`src/rtl/remote_mode_pkg.sv`:
```
// Purpose: Shared constants and types for the remote mode and flash boot controller
// Assumes: APB slave with 32-bit data, one aligned word per register
// Notes: Offsets are byte addresses
`default_nettype none
package remote_mode_pkg;

  localparam logic [11:0] CMD_OFFSET = 12'h000;
  localparam logic [11:0] FLASH_CFG_OFFSET = 12'h004;
  localparam logic [11:0] STATUS_OFFSET = 12'h008;

  localparam int CMD_RUN_BIT = 0;
  localparam int CMD_STOP_BIT = 1;
  localparam int CMD_DEBUG_BIT = 2;
  localparam int CMD_RESET_BIT = 3;
  localparam int CMD_OVERALL_BIT = 4;
  localparam int CMD_PROG_CHANGED_BIT = 5;
  localparam int FLASH_CFG_ENABLE_BIT = 0;

  localparam logic FLASH_RUN_RESET = 1'b0;

  typedef enum logic [2:0] {
    MODE_STOP = 3'b000,
    MODE_CHECK = 3'b001,
    MODE_LOAD = 3'b010,
    MODE_RUN = 3'b011,
    MODE_DEBUG = 3'b100
  } mode_type;

  typedef struct packed {
    logic loadActive;
    logic backupBusy;
    logic enablePending;
    logic flashRun;
    logic atStop;
    logic remoteKey;
    mode_type mode;
  } status_type;

  localparam int STATUS_WIDTH = $bits(status_type);

endpackage

`default_nettype wire

```
`src/rtl/remote_mode_ctrl.sv`:
```
// Purpose: Remote operating-mode control and flash-run program source selection
// Assumes: Key switch, selector, battery and restart pins are asynchronous; flash and
//          program memory handshakes run on core_clk
// Notes: Registers reached over APB, zero wait states
`timescale 1ns/1ps
`default_nettype none

// Operation
// - Mode changes arriving over the link are accepted only with the key switch at remote.
// - A remote RUN or STOP is carried out only with the key at remote and the selector at STOP.
// - Remote debug entry and control need the key at remote and the selector at STOP.
// - Remote normal reset and overall reset act like the local switch operations.
// - With flash-run set, the flash program is moved to program memory before execution on restart or RUN entry if program memory differs or battery is low.
// - Flash-run is deselected after the factory reset.
// - Once on, flash-run survives restarts until software turns it off.
// - Flash-run may be changed in RUN as well as in STOP.
// - An edit made in RUN counts at restart only if its flash write finished, else the old flash program runs.
// - Turning flash-run on commits only after the flash write completes; a restart before that leaves it off.
// - With flash-run on, program memory differing from flash or low battery forces a reload from flash.
// - With flash-run off, flash is treated as empty and the battery-backed RAM program runs.
// - With flash-run on, the program area is copied to flash on enabling, after download and after edit.
module remote_mode_ctrl
  import remote_mode_pkg::*;
(
  input wire logic core_clk,
  input wire logic sys_rst,
  input wire logic psel,
  input wire logic penable,
  input wire logic pwrite,
  input wire logic [11:0] paddr,
  input wire logic [31:0] pwdata,
  input wire logic [3:0] pstrb,
  output logic [31:0] prdata,
  output logic pready,
  output logic pslverr,
  input wire logic remoteKeyPin,
  input wire logic selectorStopPin,
  input wire logic batteryLowPin,
  input wire logic restartPin,
  input wire logic progMismatch,
  output logic backupReq,
  input wire logic backupDone,
  output logic loadReq,
  input wire logic loadDone,
  output logic runActive,
  output logic debugActive,
  output logic cpuResetPulse,
  output logic overallResetPulse
);

  ////////////////////////////////////////////////////////////////////////////
  // Pin synchronisers
  logic [1:0] keySync_r;
  logic [1:0] stopSync_r;
  logic [1:0] battSync_r;
  logic [1:0] restartSync_r;
  logic restartPrev_r;

  always_ff @(posedge core_clk) begin
    if (sys_rst) begin
      keySync_r <= 2'h0;
      stopSync_r <= 2'h0;
      battSync_r <= 2'h0;
      restartSync_r <= 2'h0;
      restartPrev_r <= 1'b0;
    end else begin
      keySync_r <= {keySync_r[0], remoteKeyPin};
      stopSync_r <= {stopSync_r[0], selectorStopPin};
      battSync_r <= {battSync_r[0], batteryLowPin};
      restartSync_r <= {restartSync_r[0], restartPin};
      restartPrev_r <= restartSync_r[1];
    end
  end

  logic keyRemote;
  logic atStop;
  logic battLow;
  logic restartEvt;
  logic remoteOk;

  assign keyRemote = keySync_r[1];
  assign atStop = stopSync_r[1];
  assign battLow = battSync_r[1];
  assign restartEvt = restartSync_r[1] & ~restartPrev_r;
  assign remoteOk = keyRemote & atStop;

  ////////////////////////////////////////////////////////////////////////////
  // APB decode
  logic wrEn;
  logic rdEn;
  logic hitCmd;
  logic hitCfg;
  logic hitStatus;

  assign pready = 1'b1;
  assign wrEn = psel & penable & pwrite;
  assign rdEn = psel & penable & ~pwrite;
  assign hitCmd = (paddr == CMD_OFFSET);
  assign hitCfg = (paddr == FLASH_CFG_OFFSET);
  assign hitStatus = (paddr == STATUS_OFFSET);
  assign pslverr = psel & penable & ~(hitCmd | hitCfg | hitStatus);

  logic cmdWr;
  logic cfgWr;
  logic runCmd;
  logic stopCmd;
  logic debugCmd;
  logic resetCmd;
  logic overallCmd;
  logic progChanged;
  logic enableReq;
  logic disableReq;

  assign cmdWr = wrEn & hitCmd & pstrb[0];
  assign cfgWr = wrEn & hitCfg & pstrb[0];
  assign runCmd = cmdWr & pwdata[CMD_RUN_BIT] & remoteOk;
  assign stopCmd = cmdWr & pwdata[CMD_STOP_BIT] & remoteOk;
  assign debugCmd = cmdWr & pwdata[CMD_DEBUG_BIT] & remoteOk;
  assign resetCmd = cmdWr & pwdata[CMD_RESET_BIT] & keyRemote;
  assign overallCmd = cmdWr & pwdata[CMD_OVERALL_BIT] & keyRemote;
  assign progChanged = cmdWr & pwdata[CMD_PROG_CHANGED_BIT];
  // Flash-run may change in any mode
  assign enableReq = cfgWr & pwdata[FLASH_CFG_ENABLE_BIT];
  assign disableReq = cfgWr & ~pwdata[FLASH_CFG_ENABLE_BIT];

  ////////////////////////////////////////////////////////////////////////////
  // Restart sources
  logic restartAny;

  assign restartAny = restartEvt | resetCmd | overallCmd;

  always_ff @(posedge core_clk) begin
    if (sys_rst) begin
      cpuResetPulse <= 1'b0;
      overallResetPulse <= 1'b0;
    end else begin
      cpuResetPulse <= resetCmd;
      overallResetPulse <= overallCmd;
    end
  end

  ////////////////////////////////////////////////////////////////////////////
  // Flash-run setting and pending enable
  logic flashRun_r;
  logic enablePending_r;
  logic backupBusy_r;

  always_ff @(posedge core_clk) begin
    if (sys_rst) begin
      flashRun_r <= FLASH_RUN_RESET;
    end else if (disableReq) begin
      flashRun_r <= 1'b0;
    end else if (enablePending_r & backupBusy_r & backupDone & ~restartAny) begin
      flashRun_r <= 1'b1;
    end
  end

  always_ff @(posedge core_clk) begin
    if (sys_rst) begin
      enablePending_r <= 1'b0;
    end else if (restartAny | disableReq) begin
      enablePending_r <= 1'b0;
    end else if (enableReq & ~flashRun_r) begin
      enablePending_r <= 1'b1;
    end else if (backupBusy_r & backupDone) begin
      enablePending_r <= 1'b0;
    end
  end

  ////////////////////////////////////////////////////////////////////////////
  // Flash backup writer
  logic backupWanted_r;
  logic backupStart;

  // A request arriving while busy is remembered and re-run after the current write
  always_ff @(posedge core_clk) begin
    if (sys_rst) begin
      backupWanted_r <= 1'b0;
    end else if (restartAny | disableReq) begin
      backupWanted_r <= 1'b0;
    end else if ((enableReq & ~flashRun_r) | (progChanged & (flashRun_r | enablePending_r))) begin
      backupWanted_r <= 1'b1;
    end else if (backupStart) begin
      backupWanted_r <= 1'b0;
    end
  end

  assign backupStart = backupWanted_r & ~backupBusy_r;

  always_ff @(posedge core_clk) begin
    if (sys_rst) begin
      backupBusy_r <= 1'b0;
    end else if (restartAny) begin
      // Abandoned write: flash keeps the previously stored program
      backupBusy_r <= 1'b0;
    end else if (backupStart) begin
      backupBusy_r <= 1'b1;
    end else if (backupDone) begin
      backupBusy_r <= 1'b0;
    end
  end

  assign backupReq = backupBusy_r;

  ////////////////////////////////////////////////////////////////////////////
  // Operating mode
  mode_type mode_r;
  mode_type mode_nxt;
  logic runWanted_r;

  // Restart resumes RUN only if RUN was the last commanded mode
  always_ff @(posedge core_clk) begin
    if (sys_rst | overallCmd) begin
      runWanted_r <= 1'b0;
    end else if (runCmd) begin
      runWanted_r <= 1'b1;
    end else if (stopCmd | debugCmd) begin
      runWanted_r <= 1'b0;
    end
  end

  always_comb begin
    mode_nxt = mode_r;
    unique case (mode_r)
      MODE_STOP: begin
        if (runCmd) begin
          mode_nxt = MODE_CHECK;
        end else if (debugCmd) begin
          mode_nxt = MODE_DEBUG;
        end
      end
      MODE_CHECK: begin
        if (flashRun_r & (progMismatch | battLow)) begin
          mode_nxt = MODE_LOAD;
        end else begin
          mode_nxt = MODE_RUN;
        end
      end
      MODE_LOAD: begin
        if (loadDone) begin
          mode_nxt = MODE_RUN;
        end
      end
      MODE_RUN: begin
        if (stopCmd) begin
          mode_nxt = MODE_STOP;
        end else if (debugCmd) begin
          mode_nxt = MODE_DEBUG;
        end
      end
      MODE_DEBUG: begin
        if (runCmd) begin
          mode_nxt = MODE_CHECK;
        end else if (stopCmd) begin
          mode_nxt = MODE_STOP;
        end
      end
      default: begin
        mode_nxt = MODE_STOP;
      end
    endcase
    if (overallCmd) begin
      mode_nxt = MODE_STOP;
    end else if (restartAny) begin
      mode_nxt = runWanted_r ? MODE_CHECK : MODE_STOP;
    end
  end

  always_ff @(posedge core_clk) begin
    if (sys_rst) begin
      mode_r <= MODE_STOP;
    end else begin
      mode_r <= mode_nxt;
    end
  end

  always_ff @(posedge core_clk) begin
    if (sys_rst) begin
      runActive <= 1'b0;
      debugActive <= 1'b0;
      loadReq <= 1'b0;
    end else begin
      runActive <= (mode_nxt == MODE_RUN);
      debugActive <= (mode_nxt == MODE_DEBUG);
      loadReq <= (mode_nxt == MODE_LOAD);
    end
  end

  ////////////////////////////////////////////////////////////////////////////
  // Read data
  status_type status;

  always_comb begin
    status.loadActive = (mode_r == MODE_LOAD);
    status.backupBusy = backupBusy_r;
    status.enablePending = enablePending_r;
    status.flashRun = flashRun_r;
    status.atStop = atStop;
    status.remoteKey = keyRemote;
    status.mode = mode_r;
  end

  always_ff @(posedge core_clk) begin
    if (sys_rst) begin
      prdata <= 32'h00000000;
    end else if (psel & ~penable & ~pwrite) begin
      if (paddr == STATUS_OFFSET) begin
        prdata <= {{(32 - STATUS_WIDTH){1'b0}}, status};
      end else if (paddr == FLASH_CFG_OFFSET) begin
        prdata <= {31'h0, flashRun_r};
      end else begin
        prdata <= 32'h00000000;
      end
    end
  end

endmodule

`default_nettype wire

```
`config.mk`:
```
export PLATFORM = sky130hd
export DESIGN_NAME = remote_mode_ctrl
export DESIGN_NICKNAME = d
export VERILOG_FILES = /design/src/rtl/remote_mode_pkg.sv /design/src/rtl/remote_mode_ctrl.sv
export SDC_FILE = /design/constraint.sdc
export NUM_CORES = 1
export LEC_CHECK = 0
export CAP_MARGIN = 20
export CORE_MARGIN = 1.5
export CORE_UTILIZATION = 40
export DETAILED_ROUTE_END_ITERATION = 16
export DONT_BUFFER_PORTS = 1
export GPL_ROUTABILITY_DRIVEN = 0
export PLACE_DENSITY = 0.62
export SLEW_MARGIN = 10
export SYNTH_ARGS = -nofsm -noshare
export SYNTH_HDL_FRONTEND = slang
export SYNTH_SLANG_ARGS = --single-unit
```
`constraint.sdc`:
```
create_clock -name core_clk -period 1.6 [get_ports core_clk]
set_input_delay 0.32 -clock core_clk [delete_from_list [all_inputs] [get_ports core_clk]]
set_output_delay 0.32 -clock core_clk [all_outputs]
set_load 0.02 [all_outputs]
```
==> results of run 1 <==
-- stage by stage --
stage,TNS (ps),utilization (%)
finish,0,45.8
global route,0,45.8
CTS,0,45.7
detailed placement,-842,43.0
global placement,-573,43.0
floorplan,0,-
-- kinds of logic (layout without fill, tap and decap cells) --
| logic type | Yosys count | after routing | synth area share, % |
|---|---|---|---|
| and+or+nand+nor | 73 | 73 | 29.7 |
| AOI/OAI and AO/OA | 35 | 35 | 16.8 |
| buffers and inverters | 33 | 20 | 13.6 |
| DFF | 31 | 31 | 39.3 |
| other | 2 | 24 | 0.476 |
-- registers in the layout, summed over array words and instances, names as in the netlist --
name	cells
loadReq	1
restartSync_r	2
overallResetPulse	1
backupWanted_r	1
cpuResetPulse	1
mode_r	3
flashRun_r	1
runActive	1
backupReq	1
keySync_r	2
enablePending_r	1
battSync_r	2
debugActive	1
runWanted_r	1
prdata	9
restartPrev_r	1
stopSync_r	2
-- critical path: cells and delay by family --
kind	cells	cell delay (ps)
simple gates	3	910
compound gates	2	420
-- layer usage --
metal	global-route usage, %	up-vias	part of all wire (%)
li1	-	584	-
met4	7.29	0	0.56
met3	7.16	2	9.3
met5	0	-	0
met1	17.9	567	40
met2	26.1	59	51
-- cell type report --
cell class	instances	area, sq um
clock buffer	8	100
fill	347	2010
inverter	4	15.0
multi-input combinational	132	845
sequential	31	623
tap	48	60.1
timing repair buffer	8	60.1
-- cells in the final DEF (no fill, tap or decap), types with 3 or more instances in the layout --
cell type	n
dfxtp_1	29
conb_1	24
nor2_1	18
nor2b_1	10
nand2_1	9
a22oi_1	9
a21oi_1	8
buf_4	8
clkbuf_8	7
o21ai_0	5
nor3_1	5
nor4_4	4
inv_1	4
nand3_1	4
or3_1	3
nor3b_1	3
-- worst max-delay path by stage --
stage	from	to	cells past startpoint
3_3_place_gp	paddr[7]	loadReq$_SDFF_PP0_	5
5_1_grt	mode_r[1]$_SDFF_PP0_	loadReq$_SDFF_PP0_	5
2_1_floorplan	paddr[1]	mode_r[0]$_SDFF_PP0_	5
4_1_cts	keySync_r[1]$_SDFF_PP0_	mode_r[0]$_SDFF_PP0_	5
3_5_place_dp	paddr[7]	loadReq$_SDFF_PP0_	5
6_report	paddr[7]	loadReq$_SDFF_PP0_	5
-- power by group through the flow --
stage | clock (uW) | combinational (uW) | sequential (uW)
2_1_floorplan | 0 | 148 | 801
3_5_place_dp | 0 | 105 | 803
6_report | 657 | 107 | 786
5_1_grt | 718 | 116 | 787
4_1_cts | 681 | 105 | 785
3_3_place_gp | 0 | 104 | 802
==> results.sh, run 1 <==
export IMPL_grt_pass1_wl_um=5240
export IMPL_hpwl_um=2520
export IMPL_io_buffers=0
export IMPL_cts_sinks=31
export IMPL_cts_buffers=5
export IMPL_rsz0062_at_grt="false"
export IMPL_cts_resized=0
export IMPL_synth_top_area_share_pct=39.3
export IMPL_drv_slew=0
export IMPL_fin_hold_ws_ps=110
export IMPL_endpoint_kind="flop"
export IMPL_r2r_start="mode_r[1]$_SDFF_PP0_"
export IMPL_first_pass_iters=4
export IMPL_grt_max_degree=25
export IMPL_rows=22
export IMPL_drt_total_wl_um=3200
export IMPL_place_area_sq_um=1600
export IMPL_period_needed_ps=1490
export IMPL_antenna_found_initial=0
export IMPL_clock_latency_ps=270
export IMPL_setup_viol=0
export IMPL_setup_ws_ps=114
export IMPL_finalCritPeriodShare_pct=92.9
export IMPL_drv_cap=0
export IMPL_vias=1212
export IMPL_combPwrFrac_pct=6.9
export IMPL_p_int_uw=1200
export IMPL_critPathArrivalTime_ps=1660
export IMPL_yosys_warnings=0
export IMPL_ff2ff_path_depth=5
export IMPL_ys_top_cells_by_count="dfxtp_1, buf_4, nor2_1"
export IMPL_whs_endpoint="runWanted_r$_SDFFE_PP0P_"
export IMPL_whs_path_depth=1
export IMPL_rr_endpoint="mode_r[0]$_SDFF_PP0_"
export IMPL_syn_inst=174
export IMPL_grt_pass1_vias=1161
export IMPL_die_y_um=65.8
export IMPL_finalHoldViolations=0
export IMPL_cts_tree="built"
export IMPL_pwr_share_clk_pct=42.4
export IMPL_grt_ovfl_total=0
export IMPL_yosys_area_top_type="dfxtp_1"
export IMPL_yosysSeqAreaShare_pct=39.3
export IMPL_hold_class="input port to flop"
export IMPL_swShare_pct=22.5
export IMPL_clk_path_buf_depth=2
export IMPL_die_x_um=65.8
export IMPL_start_util_pct=42.5
export IMPL_cts_setup_buffers=0
export IMPL_cp_slowest_stage_delay_ps=370
export IMPL_wire_per_inst_um=13.8
export IMPL_synthMostInstantiatedCell="dfxtp_1"
export IMPL_root_buffer="clkbuf_8"
export IMPL_peakVddDrop_uv=412
export IMPL_ys_flop_type="dfxtp_1"
export IMPL_hold_buffers=0
export IMPL_synth_area_per_cell_sq_um=9.07
export IMPL_synth_seq_cells=31
export IMPL_drive_above_1_share_pct=17.5
export IMPL_first_iter_violations=79
export IMPL_drcViolationCount=0
export IMPL_power_uw=1550
export IMPL_critical_path_max_fanout=5
export IMPL_design_area_sq_um=1700
export IMPL_antenna_cells=0
export IMPL_crit_path_top_delay_cell="nor3_1"
export IMPL_worst_setup_path_type="input port to flop"
export IMPL_hp_start="sys_rst"
export IMPL_cts_htree_levels=2
export IMPL_syn_cell_area_sq_um=1580
export IMPL_ys_types=43
export IMPL_max_freq_ghz=0.673
export IMPL_skew_ps=3.72
export IMPL_area_delta_synth_final_pct=7.93
export IMPL_pwr_density_cell_nw_per_um2=910
export IMPL_cp_cell_sequence="nor4_4, nand2_2, nor3_1, a2111o_1, o21ba_1"
export IMPL_synthTopCellsByArea="dfxtp_1, buf_4, a22oi_1, nor2_1, nor4_4"
export IMPL_async_flop_share_pct=0
export IMPL_cp_required_ps=1770
export IMPL_status="finished clean"
export IMPL_nNetsFinal=242
export IMPL_dp_cells=223
export IMPL_vias_per_cell=5.25
export IMPL_core_area_sq_um=3720
export IMPL_post_place_ws_ps=-124
export IMPL_reg2reg_slack_ps=120
export IMPL_antenna_left=0
export IMPL_die_area_sq_um=4330
export IMPL_clkTransAtPathRegs_ps=60
export IMPL_ios=100
export IMPL_leakage_uw=0.000661
export IMPL_seq_power_share_pct=50.7
export IMPL_track_usage_pct=16.0
export IMPL_fin_cells=231
export IMPL_switchingPower_uw=348
export IMPL_synth_edff_count=0
export IMPL_startpoint_type="input port"
Power figures use the tool's default switching activity.
==> inputs of run 2 (changes only) <==
ABC_AREA = 1   (was default)
==> results.sh, run 2 <==
export IMPL_ios=100
export IMPL_critPathArrivalTime_ps=1140
export IMPL_grt_pass1_vias=1030
export IMPL_fill_cells=403
export IMPL_rsz0062_at_grt="false"
export IMPL_setup_viol=0
export IMPL_wire_per_inst_um=10.8
export IMPL_grt_max_degree=19
export IMPL_drcViolationCount=0
export IMPL_io_buffers=0
export IMPL_status="finished clean"
export IMPL_grt_ovfl_total=0
export IMPL_clkTransAtPathRegs_ps=60
export IMPL_first_pass_iters=4
export IMPL_syn_cell_area_sq_um=1530
export IMPL_hp_start="sys_rst"
export IMPL_synthTopCellsByArea="dfxtp_1, buf_4, nand2_1, nor2_1, inv_1"
export IMPL_final_common_cell="dfxtp_1"
export IMPL_drv_cap=0
export IMPL_synth_xor_area_share_pct=0
export IMPL_rows=22
export IMPL_synth_simple_area_share_pct=28.0
export IMPL_root_buffer="clkbuf_8"
export IMPL_top_regs="prdata x9, mode_r x3"
export IMPL_first_iter_violations=21
export IMPL_endpoint_kind="primary output"
export IMPL_whs_endpoint="keySync_r[1]$_SDFF_PP0_"
export IMPL_max_freq_ghz=0.686
export IMPL_period_needed_ps=1460
export IMPL_pwr_density_cell_nw_per_um2=947
export IMPL_crit_family="simple AND/OR/NAND/NOR gates"
export IMPL_drive_above_1_share_pct=11.6
export IMPL_synth_top_area_share_pct=40.5
export IMPL_synth_seq_cells=31
export IMPL_leakage_uw=0.000726
export IMPL_synthAdderAreaFrac_pct=0
export IMPL_clk_path_buf_depth=2
export IMPL_vias_per_cell=4.53
export IMPL_track_usage_pct=14.3
export IMPL_cts_tree="built"
export IMPL_clock_latency_ps=280
export IMPL_cts_setup_buffers=0
export IMPL_synth_compound_area_share_pct=11.9
export IMPL_syn_inst=209
export IMPL_die_y_um=64.9
export IMPL_cts_resized=0
export IMPL_yosys_warnings=0
export IMPL_antenna_left=0
export IMPL_synth_top_family_by_area="simple AND/OR/NAND/NOR gates"
export IMPL_peakVddDrop_uv=599
export IMPL_cp_required_ps=1280
export IMPL_ys_types=27
export IMPL_path_buf_inv=1
export IMPL_antenna_found_initial=0
export IMPL_finalHoldViolations=0
export IMPL_startpoint_type="input port"
export IMPL_reg2reg_slack_ps=210
export IMPL_core_area_sq_um=3660
export IMPL_muxShareOfSynthArea_pct=0
export IMPL_yosysSeqAreaShare_pct=40.5
export IMPL_cts_htree_levels=2
export IMPL_grt_pass1_wl_um=4510
export IMPL_antenna_cells=0
export IMPL_crit_path_top_delay_cell="or2_4"
export IMPL_die_area_sq_um=4210
export IMPL_synth_edff_count=0
export IMPL_cts_sinks=31
export IMPL_critical_path_max_fanout=3
export IMPL_async_flop_share_pct=0
export IMPL_drv_slew=0
export IMPL_rr_endpoint="mode_r[0]$_SDFF_PP0_"
export IMPL_ff2ff_path_depth=10
export IMPL_final_cell_mix="dfxtp_1, nand2_1, nor2_1"
export IMPL_synth_area_per_cell_sq_um=7.33
export IMPL_start_util_pct=41.9
export IMPL_final_core_util_pct=44.2
export IMPL_hpwl_um=2240
export IMPL_r2r_start="mode_r[0]$_SDFF_PP0_"
export IMPL_die_x_um=64.9
export IMPL_largest_register="prdata"
export IMPL_yosys_area_top_type="dfxtp_1"
export IMPL_hold_buffers=0
export IMPL_vias=1195
export IMPL_worst_setup_path_type="input port to primary output"
export IMPL_skew_ps=6.05
export IMPL_drt_total_wl_um=2850
export IMPL_finalCritPeriodShare_pct=91.1
export IMPL_ys_flop_type="dfxtp_1"
export IMPL_whs_path_depth=1
export IMPL_largest_reg_flops=9
export IMPL_area_delta_synth_final_pct=5.55
export IMPL_cts_buffers=5
export IMPL_cp_cell_sequence="or2_4, nor2_1, nand2_1, nor3b_2, buf_4"
export IMPL_synthMostInstantiatedCell="dfxtp_1"
export IMPL_hold_class="input port to flop"
export IMPL_nNetsFinal=276
export IMPL_ys_top_cells_by_count="dfxtp_1, nand2_1, nor2_1"
export IMPL_finalSetupTns_ps=0
export IMPL_cp_slowest_stage_delay_ps=240
## run 2: worst max path at each step
stage                           end  cells after the start                  from
5_1_grt        mode_r[0]$_SDFF_PP0_                     10  mode_r[0]$_SDFF_PP0_
2_1_floorplan               pslverr                      6             paddr[11]
3_3_place_gp   runActive$_SDFF_PP0_                      8              paddr[1]
4_1_cts                     pslverr                      5              paddr[1]
6_report                    pslverr                      5              paddr[1]
3_5_place_dp   runActive$_SDFF_PP0_                     12             paddr[11]
## run 2: where the power goes
group | leakage (uW) | internal (uW) | total, uW | switching, uW
Combinational | 0.000426 | 25.5 | 114 | 88.1
Clock | 0.0000470 | 336 | 603 | 267
Sequential | 0.000253 | 793 | 816 | 22.7
Total | 0.000726 | 1150 | 1530 | 378
## run 2: metrics by stage
stage          power, uW  worst slack (ps)  area [sq um]  hold WS [ps]  std cells
2_1_floorplan        981              93.5          1620           388        231
3_3_place_gp         945              55.9          1530           390        257
3_5_place_dp         946              39.6          1530           394        257
4_1_cts             1550               138          1620          95.6        264
5_1_grt             1600              12.5          1620          89.3        264
6_report            1530               143          1620           105        264
## run 2: cell families after synthesis
group                  Yosys count
and+or+nand+nor                 92
buffers and inverters           54
DFF                             31
AOI/OAI and AO/OA               30
other                            2
## run 2: routing by layer
layer	vias to the layer above	part of all wire [%]	global-route usage, %
met1	510	43	16.7
met2	46	46	22.4
met5	-	0	0
li1	631	-	-
met4	0	2.1	8.78
met3	8	8.9	4.86
## run 2: final cells by class
cell class	count	area, sq um	share of cell area, %
Sequential cell	31	621	38.4
Clock buffer	6	82.6	5.10
Tap cell	48	60.1	3.71
Multi-Input combinational cell	146	707	43.7
Clock inverter	1	5.00	0.309
Inverter	26	97.6	6.03
Timing Repair Buffer	6	45.0	2.78
